File: src/inc/cmrro_cfg.svh
// Constants for the move, return and rotate execution unit.
// Assumes inclusion by bare name from the package and design files.
`ifndef CMRRO_CFG_SVH
`define CMRRO_CFG_SVH
`define CMRRO_DATA_W      8
`define CMRRO_ADDR_W      6
`define CMRRO_PC_W        10
`define CMRRO_SP_W        3
`define CMRRO_ACC_RST     8'h00
`define CMRRO_PC_RST      10'h000
`define CMRRO_ZBIT        2
`define CMRRO_CBIT        0
`define CMRRO_CYC_ONE     2'h1
`define CMRRO_CYC_TWO     2'h2
`define CMRRO_OP_W        3
`endif

File: src/inc/cmrro_pkg.sv
// Types for the move, return and rotate execution unit.
// Assumes cmrro_cfg.svh is on the include path.
`include "cmrro_cfg.svh"
package cmrro_pkg;
    // Decoded operation codes handed in by the decoder
    typedef enum logic [`CMRRO_OP_W-1:0] {
        OP_NOP         = 3'h0,
        OP_ACC_TO_FILE = 3'h1,
        OP_FILE_MOVE   = 3'h2,
        OP_RETURN_IMM  = 3'h3,
        OP_RETURN_INT  = 3'h4,
        OP_RETURN_SUB  = 3'h5,
        OP_ROTATE_LEFT = 3'h6
    } cmrro_op_t;

    // Decoded instruction
    typedef struct packed {
        cmrro_op_t                 op;
        logic [`CMRRO_ADDR_W-1:0]  addr;
        logic                      dest;
        logic [`CMRRO_DATA_W-1:0]  imm;
    } cmrro_instr_t;

    // Register file write request
    typedef struct packed {
        logic                      we;
        logic [`CMRRO_ADDR_W-1:0]  addr;
        logic [`CMRRO_DATA_W-1:0]  data;
    } cmrro_wr_t;

    // Sequencer states
    typedef enum logic [1:0] {
        ST_EXEC = 2'b01,
        ST_POP  = 2'b10
    } cmrro_state_t;
endpackage

File: src/hdl/cmrro_core.sv
// Execution unit for move, no-op, return and rotate-left operations.
// Assumes the decoder holds instr stable while instr_valid and busy are high,
// and the register file answers rf_rdata combinationally from rf_raddr.
`timescale 1ns/10ps
`include "cmrro_cfg.svh"

// Notes on behaviour
// - Acc copied to file, flags untouched, one cycle
// - File move goes to acc or back
// - File move sets zero flag, one cycle
// - No-op only advances program counter, one cycle
// - Immediate return loads acc, pops, sets enable
// - Interrupt return pops stack, sets enable, two
// - Plain return pops, enable kept, two cycles
// - Rotate left: carry in bit0, bit7 out
// - Rotate result to acc or file register
module cmrro_core #(
    parameter int DEPTH = 8                           // Hardware stack depth
) (
    input  wire logic                       clk_sys,       // 250 MHz core clock
    input  wire logic                       rst,           // Async reset, active high
    input  wire logic                       instr_valid,   // Instruction present
    input  wire cmrro_pkg::cmrro_instr_t    instr,         // Decoded instruction
    input  wire logic [`CMRRO_DATA_W-1:0]   rf_rdata,      // File register read data
    input  wire logic                       push_en,       // Call pushes a return address
    input  wire logic [`CMRRO_PC_W-1:0]     push_pc,       // Return address to push
    output logic [`CMRRO_ADDR_W-1:0]        rf_raddr,      // File register read address
    output cmrro_pkg::cmrro_wr_t            rf_wr,         // File register write
    output logic                            busy,          // Two-cycle op in progress
    output logic                            done,          // Instruction retires
    output logic [`CMRRO_DATA_W-1:0]        acc_q,         // Accumulator
    output logic                            zero_q,        // Zero flag
    output logic                            carry_q,       // Carry flag
    output logic                            global_interrupt_enable_q, // Interrupt enable
    output logic [`CMRRO_PC_W-1:0]          pc_q,          // Program counter
    output logic [`CMRRO_SP_W-1:0]          sp_q           // Stack level
);

    // ****************************************
    // Decode and datapath
    // ****************************************
    cmrro_pkg::cmrro_state_t state_q;
    logic [`CMRRO_PC_W-1:0]  stack_q [DEPTH];
    logic                    is_return;
    logic                    go;
    logic [`CMRRO_DATA_W-1:0] rot_val;
    logic [`CMRRO_SP_W-1:0]  top_idx;

    assign rf_raddr  = instr.addr;
    assign is_return = (instr.op == cmrro_pkg::OP_RETURN_IMM)
                    || (instr.op == cmrro_pkg::OP_RETURN_INT)
                    || (instr.op == cmrro_pkg::OP_RETURN_SUB);
    assign go        = instr_valid && (state_q == cmrro_pkg::ST_EXEC);
    assign rot_val   = {rf_rdata[6:0], carry_q};
    assign top_idx   = sp_q - `CMRRO_SP_W'(1);
    // Returns occupy a second cycle after the pop completes at the taking edge
    assign busy      = (state_q == cmrro_pkg::ST_POP) || (go && is_return);
    assign done      = (go && !is_return) || (state_q == cmrro_pkg::ST_POP);

    // File register write port, combinational handshake-style strobe
    always_comb begin
        rf_wr = '0;
        rf_wr.addr = instr.addr;
        if (go) begin
            unique case (instr.op)
                cmrro_pkg::OP_ACC_TO_FILE: begin
                    rf_wr.we   = 1'b1;
                    rf_wr.data = acc_q;
                end
                cmrro_pkg::OP_FILE_MOVE: begin
                    rf_wr.we   = instr.dest;
                    rf_wr.data = rf_rdata;
                end
                cmrro_pkg::OP_ROTATE_LEFT: begin
                    rf_wr.we   = instr.dest;
                    rf_wr.data = rot_val;
                end
                default: rf_wr.we = 1'b0;
            endcase
        end
    end

    // ****************************************
    // Sequencer
    // ****************************************
    always_ff @(posedge clk_sys or posedge rst) begin
        if (rst) begin
            state_q <= cmrro_pkg::ST_EXEC;
        end else begin
            unique case (state_q)
                // Pop cycle is a bubble: the return's registers moved at the taking edge
                cmrro_pkg::ST_EXEC: if (go && is_return) state_q <= cmrro_pkg::ST_POP;
                cmrro_pkg::ST_POP:  state_q <= cmrro_pkg::ST_EXEC;
            endcase
        end
    end

    // Accumulator
    always_ff @(posedge clk_sys or posedge rst) begin
        if (rst) begin
            acc_q <= `CMRRO_ACC_RST;
        end else if (go) begin
            if (instr.op == cmrro_pkg::OP_FILE_MOVE && !instr.dest) acc_q <= rf_rdata;
            if (instr.op == cmrro_pkg::OP_ROTATE_LEFT && !instr.dest) acc_q <= rot_val;
            if (instr.op == cmrro_pkg::OP_RETURN_IMM) acc_q <= instr.imm;
        end
    end

    // Flags; only file move and rotate touch them
    always_ff @(posedge clk_sys or posedge rst) begin
        if (rst) begin
            zero_q  <= 1'b0;
            carry_q <= 1'b0;
        end else if (go) begin
            if (instr.op == cmrro_pkg::OP_FILE_MOVE) zero_q <= (rf_rdata == '0);
            if (instr.op == cmrro_pkg::OP_ROTATE_LEFT) carry_q <= rf_rdata[7];
        end
    end

    // Global interrupt enable, set at the pop of the enabling returns
    always_ff @(posedge clk_sys or posedge rst) begin
        if (rst) begin
            global_interrupt_enable_q <= 1'b0;
        end else if (go && (instr.op == cmrro_pkg::OP_RETURN_IMM
                            || instr.op == cmrro_pkg::OP_RETURN_INT)) begin
            global_interrupt_enable_q <= 1'b1;
        end
    end

    // Program counter: single-cycle ops step, returns load top of stack
    always_ff @(posedge clk_sys or posedge rst) begin
        if (rst) begin
            pc_q <= `CMRRO_PC_RST;
        end else if (go && !is_return) begin
            pc_q <= pc_q + `CMRRO_PC_W'(1);
        end else if (go && is_return) begin
            pc_q <= stack_q[top_idx];
        end
    end

    // Stack pointer; underflow is not guarded, caller keeps calls and returns paired
    always_ff @(posedge clk_sys or posedge rst) begin
        if (rst) begin
            sp_q <= '0;
        end else if (go && is_return) begin
            sp_q <= top_idx;
        end else if (push_en) begin
            sp_q <= sp_q + `CMRRO_SP_W'(1);
        end
    end

    // Stack storage, written only by pushes
    always_ff @(posedge clk_sys) begin
        if (push_en && !(go && is_return)) stack_q[sp_q] <= push_pc;
    end

    // ****************************************
    // Assertions
    // ****************************************
    // Second-cycle checks use busy and done rather than state_q, so that a
    // change of state encoding leaves them valid
    AST_ACC_TO_FILE_WR: assert property (@(posedge clk_sys) disable iff (rst)
        go && instr.op == cmrro_pkg::OP_ACC_TO_FILE |-> rf_wr.we && rf_wr.data == acc_q
        ##1 acc_q == $past(acc_q) && zero_q == $past(zero_q) && carry_q == $past(carry_q))
        else $error("acc to file move wrong");
    AST_ACC_TO_FILE_ONE: assert property (@(posedge clk_sys) disable iff (rst)
        go && instr.op == cmrro_pkg::OP_ACC_TO_FILE |-> done && !busy
        && rf_wr.addr == instr.addr)
        else $error("acc to file move length or address wrong");
    AST_FILE_MOVE_DEST: assert property (@(posedge clk_sys) disable iff (rst)
        go && instr.op == cmrro_pkg::OP_FILE_MOVE && !instr.dest |=> acc_q == $past(rf_rdata))
        else $error("file move to acc wrong");
    AST_FILE_MOVE_BACK: assert property (@(posedge clk_sys) disable iff (rst)
        go && instr.op == cmrro_pkg::OP_FILE_MOVE && instr.dest |-> rf_wr.we
        && rf_wr.data == rf_rdata ##1 acc_q == $past(acc_q))
        else $error("file move write back wrong");
    AST_FILE_MOVE_Z: assert property (@(posedge clk_sys) disable iff (rst)
        go && instr.op == cmrro_pkg::OP_FILE_MOVE |=> zero_q == ($past(rf_rdata) == 8'h00))
        else $error("zero flag wrong");
    AST_FILE_MOVE_ONE: assert property (@(posedge clk_sys) disable iff (rst)
        go && instr.op == cmrro_pkg::OP_FILE_MOVE |-> done && !busy)
        else $error("file move length wrong");
    AST_NOP: assert property (@(posedge clk_sys) disable iff (rst)
        go && instr.op == cmrro_pkg::OP_NOP |-> done && !rf_wr.we
        ##1 pc_q == $past(pc_q) + 10'h001 && acc_q == $past(acc_q))
        else $error("no-op wrong");
    AST_NOP_KEEP: assert property (@(posedge clk_sys) disable iff (rst)
        go && instr.op == cmrro_pkg::OP_NOP |=> zero_q == $past(zero_q)
        && carry_q == $past(carry_q) && sp_q == $past(sp_q)
        && global_interrupt_enable_q == $past(global_interrupt_enable_q))
        else $error("no-op changed state");
    AST_RETURN_IMM: assert property (@(posedge clk_sys) disable iff (rst)
        go && instr.op == cmrro_pkg::OP_RETURN_IMM |=> acc_q == $past(instr.imm)
        && global_interrupt_enable_q && sp_q == $past(sp_q) - 3'h1 && done)
        else $error("immediate return wrong");
    AST_RETURN_IMM_PC: assert property (@(posedge clk_sys) disable iff (rst)
        go && instr.op == cmrro_pkg::OP_RETURN_IMM |-> busy && !done
        ##1 busy && done && pc_q == $past(stack_q[top_idx]))
        else $error("immediate return pop wrong");
    AST_RETURN_INT: assert property (@(posedge clk_sys) disable iff (rst)
        go && instr.op == cmrro_pkg::OP_RETURN_INT |-> busy && !done
        ##1 busy && done && global_interrupt_enable_q ##1 !(busy && done))
        else $error("interrupt return wrong");
    AST_RETURN_INT_POP: assert property (@(posedge clk_sys) disable iff (rst)
        go && instr.op == cmrro_pkg::OP_RETURN_INT |=> sp_q == $past(sp_q) - 3'h1
        && pc_q == $past(stack_q[top_idx]))
        else $error("interrupt return pop wrong");
    AST_RETURN_SUB: assert property (@(posedge clk_sys) disable iff (rst)
        go && instr.op == cmrro_pkg::OP_RETURN_SUB |=> $stable(global_interrupt_enable_q)
        && sp_q == $past(sp_q) - 3'h1 && done)
        else $error("plain return wrong");
    AST_RETURN_SUB_LEN: assert property (@(posedge clk_sys) disable iff (rst)
        go && instr.op == cmrro_pkg::OP_RETURN_SUB |-> busy && !done
        ##1 busy && done && pc_q == $past(stack_q[top_idx]))
        else $error("plain return pop wrong");
    AST_ROTATE_CARRY: assert property (@(posedge clk_sys) disable iff (rst)
        go && instr.op == cmrro_pkg::OP_ROTATE_LEFT |=> carry_q == $past(rf_rdata[7]))
        else $error("rotate carry wrong");
    AST_ROTATE_ACC: assert property (@(posedge clk_sys) disable iff (rst)
        go && instr.op == cmrro_pkg::OP_ROTATE_LEFT && !instr.dest |-> !rf_wr.we && done
        ##1 acc_q == {$past(rf_rdata[6:0]), $past(carry_q)})
        else $error("rotate to acc wrong");
    AST_ROTATE_DEST: assert property (@(posedge clk_sys) disable iff (rst)
        go && instr.op == cmrro_pkg::OP_ROTATE_LEFT && instr.dest |-> rf_wr.we
        && rf_wr.data == {rf_rdata[6:0], carry_q})
        else $error("rotate writeback wrong");

endmodule // cmrro_core

File: config.mk
export PLATFORM = sky130hd
export DESIGN_NAME = cmrro_core
export DESIGN_NICKNAME = d
export VERILOG_FILES = /design/src/inc/cmrro_pkg.sv /design/src/hdl/cmrro_core.sv
export VERILOG_INCLUDE_DIRS = /design/src /design/src/inc
export SDC_FILE = /design/constraint.sdc
export NUM_CORES = 1
export LEC_CHECK = 0
export BUFFER_PORTS_ARGS = -buffer_cell sky130_fd_sc_hd__buf_2
export CORE_AREA = 2 2 98 100
export CTS_BUF_LIST = sky130_fd_sc_hd__clkbuf_16
export DETAILED_ROUTE_END_ITERATION = 7
export DIE_AREA = 0 0 100 102
export GPL_TIMING_DRIVEN = 0
export HOLD_SLACK_MARGIN = 0.1
export PLACE_DENSITY = 0.77
export RECOVER_POWER = 25
export SYNTH_ARGS = -nofsm -noshare
export SYNTH_HDL_FRONTEND = slang
export SYNTH_SLANG_ARGS = --single-unit
File: constraint.sdc
create_clock -name clk_sys -period 5.79 [get_ports clk_sys]
set_input_delay 1.158 -clock clk_sys [delete_from_list [all_inputs] [get_ports clk_sys]]
set_output_delay 1.158 -clock clk_sys [all_outputs]
set_load 0.03 [all_outputs]
==> results_dict.tcl, run 1 <==
set metrics [dict create \
    critPathTopFamily "buffers and inverters" \
    fmax_mhz 266 \
    mostFrequentLayoutCells "81 x buf_2, 80 x edfxtp_1, 33 x nor2_1" \
    wl_per_cell_um 19.3 \
    grt_pass1_vias 3129 \
    clk_latency_ns 0.35 \
    critPathLaunch "instr_valid" \
    reg2reg_depth 8 \
    hp-class "reg -> reg" \
    fin_tns_setup_ns 0 \
    r2r_start "sp_q[0]$_DFFE_PP0P_" \
    gp_congestion 0.890 \
    synth_flop_cell "edfxtp_1" \
    fin_area_um2 5770 \
    diodes 0 \
    finalPower_mw 2.91 \
    grt_pass1_wl_um 16300 \
    die_area_um2 10200 \
    finalSetupViolCount 0 \
    area_growth_syn_to_layout_pct 17.6 \
    synth_nets 384 \
    cts.sinks 106 \
    finalCriticalPeriod_ns 3.76 \
    hold_viol 0 \
    crit_fanout 10 \
    via_per_inst 5.86 \
    nets 475 \
    vias 3210 \
    cts_root_buffer "clkbuf_16" \
    core_area_um2 9110 \
    dp_hpwl_um 7110 \
    crit_slowest_cell "clkbuf_1" \
    fin_util_pct 63.4 \
    required_ns 4.63 \
    outcome "completed" \
    cp-start-kind "input pin" \
    synth-edff-count 80 \
    gr-total-overflow 0 \
    grt_use_total_pct 21.7 \
    postCtsSetupBuffers 0 \
    synth_area_leaders "edfxtp_1 49%, dfrtp_1 13%, mux4_2 5.0%" \
    drt-total-wl_um 10600 \
    portBuffers 78 \
    drc 0 \
    fillCellCount 674 \
    drive_gt1_share_pct 30.9 \
    finalCritPeriodShare_pct 64.9 \
    cp-end-kind "output pin" \
    netlist_instances 341 \
    drv_slew 0 \
    layout_commonest_cell "buf_2" \
    ir_drop_mv 0.285 \
    seq_area_frac_synth_pct 62.3 \
    cp_num_cells 6 \
    netlist.area_leader.share_pct 49.0 \
    antenna_found_initial 0 \
    synth_cell_types 41 \
    rsz0062_at_grt "false" \
    cts_tree "done" \
    htree_num_levels 3 \
    r2r_end "pc_q[6]$_DFFE_PP0P_" \
    power_density_nw_per_um2 505 \
    rows 35 \
    avgSynthCellArea_um2 14.4 \
    whs_path_depth 1 \
    postCtsResizedCells 0 \
    die_w_um 100 \
    slew_headroom_pct 24.7 \
    synthArstFlopShare_pct 24.5 \
    arrival_ns 2.60 \
    ctsLongestPathBuffers 2 \
    ant_nets 0 \
    dr.pass1.iters 4 \
    yosysWarnings 0 \
    clk_pin_slew_worst_paths_ns 0.07 \
    crit_type "in -> out" \
    start_util_pct 53.9 \
    grt_max_degree 27 \
    cts_hold_buffers 0 \
    crit_end "rf_wr[14]" \
    finClkSkew_ns 0.00921 \
    rrSetupSlack_ns 2.94 \
    slowest_delay_ns 0.43 \
    cp.buffers_inverters 4 \
    ios 87 \
    synth_top_area_cell "edfxtp_1" \
    crit_chain "buf_2 -> nand3b_1 -> clkbuf_1 -> clkbuf_1 -> nor2_1 -> buf_2" \
    syn_area_um2 4910 \
    max_cap_violations 0 \
    ys_ff_latch 106 \
    worst_pin_slew_ns 1.13 \
    numCtsBuffers 9 \
    die_h_um 102 \
    placed_cell_area_um2 5460 \
    p_leak_nw 2.26 \
    drt_iter0_markers 226 \
]
==> stage by stage <==
| stage | cells | hold slack (ns) | worst slack [ns] |
|---|---|---|---|
| 3_3_place_gp | 530 | 0.463 | 1.95 |
| 5_1_grt | 548 | 0.470 | 1.92 |
| 2_1_floorplan | 341 | 0.569 | 2.27 |
| 3_5_place_dp | 532 | 0.446 | 2.02 |
| 4_1_cts | 548 | 0.464 | 2.01 |
| 6_report | 548 | 0.460 | 2.03 |
==> final cells by class <==
class	count	area, um^2	area share [%]
buffer	32	208	3.60
clock buffer	9	225	3.90
clock inverter	7	92.6	1.60
inverter	7	26.3	0.455
multi-input combinational	196	1630	28.2
sequential	106	3050	52.9
tap	111	139	2.41
timing repair buffer	80	398	6.90
==> power breakdown <==
group	total [mW]	switching, mW	internal (mW)
Combinational	1.16	0.696	0.465
Sequential	1.11	0.113	1.00
Clock	0.638	0.290	0.348
Total	2.91	1.10	1.81
==> logic make-up after synthesis <==
kind of cell / Yosys count / synth area share [%]
adders and majority gates: 3 / 0.765
AOI/OAI and AO/OA: 56 / 7.29
DFF: 106 / 62.3
xor gates and xnor gates: 9 / 1.61
buffers and inverters: 39 / 4.77
muxes: 42 / 14.5
and+or+nand+nor: 86 / 8.85
==> worst min-delay path by stage <==
stage | from | endpoint | slack, ns
after global placement | global_interrupt_enable_q$_DFFE_PP0P_ | global_interrupt_enable_q$_DFFE_PP0P_ | 0.46
final | global_interrupt_enable_q$_DFFE_PP0P_ | global_interrupt_enable_q$_DFFE_PP0P_ | 0.46
after floorplan | state_q[1]$_DFFE_PP0P_ | state_q[1]$_DFFE_PP0P_ | 0.57
after global routing | global_interrupt_enable_q$_DFFE_PP0P_ | global_interrupt_enable_q$_DFFE_PP0P_ | 0.47
after CTS | global_interrupt_enable_q$_DFFE_PP0P_ | global_interrupt_enable_q$_DFFE_PP0P_ | 0.46
after detailed placement | global_interrupt_enable_q$_DFFE_PP0P_ | global_interrupt_enable_q$_DFFE_PP0P_ | 0.45
==> metal layers <==
metal | vias up | routed length, um | share of wire, % | global-route usage (%)
met1 | 1593 | 4450 | 42 | 27.6
met3 | 17 | 661 | 6.3 | 5.27
li1 | 1470 | - | - | -
met2 | 130 | 5290 | 50 | 37.1
met5 | - | 0 | 0 | 0
met4 | 0 | 170 | 1.6 | 7.17
==> Yosys cell counts (2+ instances only) <==
cell type and count:
mux2i_1 18, inv_1 7, dfrtp_1 25, a21oi_1 17, mux4_1 9, a211oi_1 12, nor4_1 5, clkbuf_1 5
ha_1 3, and3b_1 2, nand2b_1 5, nand2_1 12, o31a_1 3, buf_2 12, o21ai_1 4, nor2b_1 7
nand3_1 6, o21ai_0 7, nor2_1 33, edfxtp_1 80, xor2_1 3, xnor2_1 6, mux4_2 11, buf_4 13
mux2_2 4, nor3_1 7, nand3b_1 2, nand4_1 2, a21o_1 9
==> flip-flops by register name (all words and copies together) (netlist names) <==
name and count:
acc_q 8, carry_q 1, global_interrupt_enable_q 1, pc_q 10, sp_q 3, stack_q 80, state_q 2, zero_q 1
Note: power is estimated with default switching activity, not from simulation.
==> inputs of run 2 (changes only) <==
- CORE_AREA: 2 2 98 100 -> 2 2 103 105
- DIE_AREA: 0 0 100 102 -> 0 0 105 107
- PLACE_DENSITY: 0.77 -> 0.74
- clock period: 5.79 -> 3.1 ns (I/O delays scaled with it)
==> results_dict.tcl, run 2 (same netlist as run 1, synthesis figures left out) <==
set metrics [dict create \
    outcome "completed" \
    largest_reg_flops 80 \
    finalSetupViolCount 0 \
    arrival_ns 3.08 \
    gp_congestion 0.880 \
    critPathTopFamily "buffers and inverters" \
    worst_pin_slew_ns 1.14 \
    drive_gt1_share_pct 30.9 \
    wl_per_cell_um 18.0 \
    drc 0 \
    ctsLongestPathBuffers 2 \
    postCtsSetupBuffers 0 \
    via_per_inst 5.43 \
    ir_drop_mv 0.606 \
    cp.buffers_inverters 4 \
    clk_pin_slew_worst_paths_ns 0.08 \
    cp-end-kind "flop" \
    rows 37 \
    required_ns 3.32 \
    fin_hold_ws_ns 0.462 \
    grt_pass1_vias 3156 \
    fmax_mhz 350 \
    slowest_delay_ns 0.51 \
    dr.pass1.iters 4 \
    fin_tns_setup_ns 0 \
    vias 3111 \
    fin_area_um2 5780 \
    start_util_pct 48.6 \
    cts_tree "done" \
    crit_type "reg -> reg" \
    dp_hpwl_um 7190 \
    drt_iter0_markers 215 \
    crit_chain "buf_6 -> buf_2 -> inv_1 -> ha_1 -> clkbuf_1 -> mux4_2 -> a211oi_1 -> a21oi_1" \
    power_density_nw_per_um2 923 \
    crit_fanout 10 \
    ant_nets 0 \
    hold_viol 0 \
    crit_slowest_cell "clkbuf_1" \
    mostFrequentLayoutCells "82 x buf_2, 80 x edfxtp_1, 33 x nor2_1" \
    ios 87 \
    antenna_found_initial 0 \
    grt_pass1_wl_um 16400 \
    max_cap_violations 0 \
    htree_num_levels 3 \
    p_leak_nw 2.25 \
    drv_slew 0 \
    cts.sinks 106 \
    layout_setup_ws_ns 0.240 \
    postCtsResizedCells 0 \
    diodes 0 \
    portBuffers 78 \
    numCtsBuffers 9 \
    finalCritPeriodShare_pct 92.3 \
    grt_max_degree 27 \
    layout_top_registers "stack_q x80, pc_q x10, acc_q x8" \
    core_area_um2 10100 \
    finClkSkew_ns 0.0126 \
    cp-start-kind "flop" \
    die_w_um 105 \
    die_h_um 107 \
    hp-class "reg -> reg" \
    fillCellCount 832 \
    cts_root_buffer "clkbuf_16" \
    layout_commonest_cell "buf_2" \
    gr-total-overflow 0 \
    grt_use_total_pct 19.2 \
    area_growth_syn_to_layout_pct 17.9 \
    placed_cell_area_um2 5500 \
    slew_headroom_pct 23.9 \
    die_area_um2 11200 \
    drt-total-wl_um 10300 \
    rsz0062_at_grt "false" \
    cts_hold_buffers 0 \
    finalCriticalPeriod_ns 2.86 \
    dp_slack_ns 0.151 \
    top_register "stack_q" \
    nets 475 \
    clk_latency_ns 0.35 \
]
[run 2: changes by cell type in the layout (fill, tap and decap cells not counted), sizes merged]
cell | before | now
clkinvlp | 0 | 1
clkbuf | 23 | 22
bufinv | 1 | 0
buf | 98 | 99
[run 2: cell type report]
cell class / count / area, um^2 / share of cell area [%]
multi-input combinational: 196 / 1630 / 28.1
timing repair buffer: 80 / 403 / 6.97
clock inverter: 7 / 70.1 / 1.21
tap: 136 / 170 / 2.94
buffer: 32 / 208 / 3.59
clock buffer: 9 / 225 / 3.89
inverter: 7 / 26.3 / 0.454
sequential: 106 / 3050 / 52.8
[run 2: routing by layer]
metal | vias to the layer above | GRT usage, % | part of all wire [%]
li1 | 1473 | - | -
met5 | - | 0 | 0
met4 | 0 | 5.52 | 1.2
met1 | 1513 | 25.0 | 44
met2 | 110 | 33.1 | 50
met3 | 15 | 3.47 | 5.2
[run 2: where the power goes]
part,internal (mW),leakage (nW),switching (mW)
sequential,1.87,1.04,0.195
combinational,0.869,1.07,1.29
clock,0.569,0.142,0.548
total,3.31,2.25,2.03
[run 2: worst paths after layout]
check	startpoint	to	slack (ns)	cells past startpoint
max	sp_q[0]$_DFFE_PP0P_	pc_q[7]$_DFFE_PP0P_	0.24	8
min	global_interrupt_enable_q$_DFFE_PP0P_	global_interrupt_enable_q$_DFFE_PP0P_	0.46	1
max reg2reg	sp_q[0]$_DFFE_PP0P_	pc_q[7]$_DFFE_PP0P_	0.24	8
min reg2reg	global_interrupt_enable_q$_DFFE_PP0P_	global_interrupt_enable_q$_DFFE_PP0P_	0.46	1
max in group asynchronous	rst	pc_q[6]$_DFFE_PP0P_	1.97	2
min in group asynchronous	rst	zero_q$_DFFE_PP0P_	0.51	2
[run 2: per-stage QoR]
stage / power, mW / util [%] / cells
after floorplan: 3.61 / - / 341
after global placement: 4.21 / 54.2 / 555
after detailed placement: 4.28 / 54.5 / 557
after CTS: 5.39 / 57.4 / 573
after global routing: 5.62 / 57.3 / 573
final: 5.34 / 57.3 / 573
==> inputs of run 3 (changes only) <==
- PLACE_DENSITY: 0.74 -> 0.81
==> results_dict.tcl, run 3 (same netlist as run 1, synthesis figures left out) <==
set metrics [dict create \
    max_cap_violations 0 \
    die_w_um 105 \
    slowest_delay_ns 0.52 \
    drive_gt1_share_pct 30.3 \
    antenna_found_initial 0 \
    core_area_um2 10100 \
    hold_viol 0 \
    power_density_nw_per_um2 930 \
    gp_congestion 0.881 \
    ctsLongestPathBuffers 2 \
    via_per_inst 5.53 \
    grt_pass1_vias 3075 \
    portBuffers 78 \
    drt_iter0_markers 208 \
    slew_headroom_pct 20.6 \
    layout_top_registers "stack_q x80, pc_q x10, acc_q x8" \
    gr-total-overflow 0 \
    ant_nets 0 \
    fin_hold_ws_ns 0.477 \
    ios 87 \
    worst_pin_slew_ns 1.19 \
    grt_use_total_pct 19.4 \
    cp.buffers_inverters 4 \
    finalSetupViolCount 0 \
    finClkSkew_ns 0.00636 \
    top_register "stack_q" \
    diodes 0 \
    finalCriticalPeriod_ns 2.88 \
    drv_slew 0 \
    dp_hpwl_um 7200 \
    crit_slowest_cell "clkbuf_1" \
    layout_setup_ws_ns 0.221 \
    crit_type "reg -> reg" \
    cts_hold_buffers 0 \
    rsz0062_at_grt "false" \
    finalCritPeriodShare_pct 92.9 \
    hp-class "reg -> reg" \
    drc 0 \
    fillCellCount 823 \
    grt_max_degree 27 \
    critPathTopFamily "buffers and inverters" \
    layout_commonest_cell "buf_2" \
    arrival_ns 3.10 \
    rows 37 \
    outcome "completed" \
    ir_drop_mv 0.467 \
    area_growth_syn_to_layout_pct 17.2 \
    drt-total-wl_um 10500 \
    finalPower_mw 5.35 \
    crit_chain "buf_6 -> buf_2 -> inv_1 -> ha_1 -> clkbuf_1 -> mux4_2 -> a211oi_1 -> a21oi_1" \
    dr.pass1.iters 4 \
    cts.sinks 106 \
    clk_latency_ns 0.34 \
    clk_pin_slew_worst_paths_ns 0.07 \
    cp-end-kind "flop" \
    dp_slack_ns 0.122 \
    required_ns 3.32 \
    crit_fanout 10 \
    postCtsResizedCells 0 \
    postCtsSetupBuffers 0 \
    largest_reg_flops 80 \
    nets 473 \
    cts_tree "done" \
    mostFrequentLayoutCells "81 x buf_2, 80 x edfxtp_1, 33 x nor2_1" \
    vias 3160 \
    p_leak_nw 2.23 \
    wl_per_cell_um 18.4 \
    die_area_um2 11200 \
    start_util_pct 48.6 \
    cp-start-kind "flop" \
    grt_pass1_wl_um 16500 \
    fmax_mhz 347 \
    htree_num_levels 3 \
    cts_root_buffer "clkbuf_16" \
    die_h_um 107 \
    numCtsBuffers 9 \
]
==> run 3: routing by layer <==
| metal | up-vias | track usage [%] | part of all wire (%) | routed length (um) |
|---|---|---|---|---|
| met3 | 19 | 4.38 | 7.4 | 779 |
| met5 | - | 0 | 0 | 0 |
| li1 | 1471 | - | - | - |
| met4 | 0 | 6.86 | 2.2 | 229 |
| met2 | 149 | 34.0 | 49 | 5120 |
| met1 | 1521 | 23.7 | 42 | 4390 |
==> run 3: cell type report <==
type	count	area [um^2]	share of cell area [%]
plain buffers	32	208	3.61
multi-input cells	196	1630	28.3
inverters	7	26.3	0.457
clock buffers	9	225	3.92
repair buffers	78	379	6.60
clock inverters	7	57.6	1.00
flip-flops and latches	106	3050	53.1
well taps	136	170	2.96
==> run 3: final timing paths <==
path	startpoint	end	slack, ns	cells past startpoint
min in group asynchronous	rst	pc_q[1]$_DFFE_PP0P_	0.51	2
max	sp_q[0]$_DFFE_PP0P_	pc_q[6]$_DFFE_PP0P_	0.22	8
max reg2reg	sp_q[0]$_DFFE_PP0P_	pc_q[6]$_DFFE_PP0P_	0.22	8
min	global_interrupt_enable_q$_DFFE_PP0P_	global_interrupt_enable_q$_DFFE_PP0P_	0.48	1
min reg2reg	global_interrupt_enable_q$_DFFE_PP0P_	global_interrupt_enable_q$_DFFE_PP0P_	0.48	1
max in group asynchronous	rst	pc_q[9]$_DFFE_PP0P_	1.98	2
==> run 3: metrics by stage <==
step           utilization (%)  cell area (um^2)  TNS, ns  cells
2_1_floorplan                -              4910        0    341
3_3_place_gp              54.2              5470   -0.933    555
3_5_place_dp              54.3              5480        0    555
4_1_cts                   57.1              5760        0    571
5_1_grt                   57.0              5750        0    571
6_report                  57.0              5750        0    571
==> run 3: where the power goes <==
group	internal, mW	leakage, nW	switching (mW)
clock	0.560	0.141	0.530
sequential	1.87	1.04	0.209
combinational	0.861	1.06	1.32
==> run 3: worst reg2reg max path, stage by stage (launching register included) <==
cell      delay [ns]
dfrtp_1         0.41
buf_6           0.16
buf_2           0.34
inv_1           0.13
ha_1            0.37
clkbuf_1        0.52
mux4_2          0.43
a211oi_1        0.31
a21oi_1         0.08
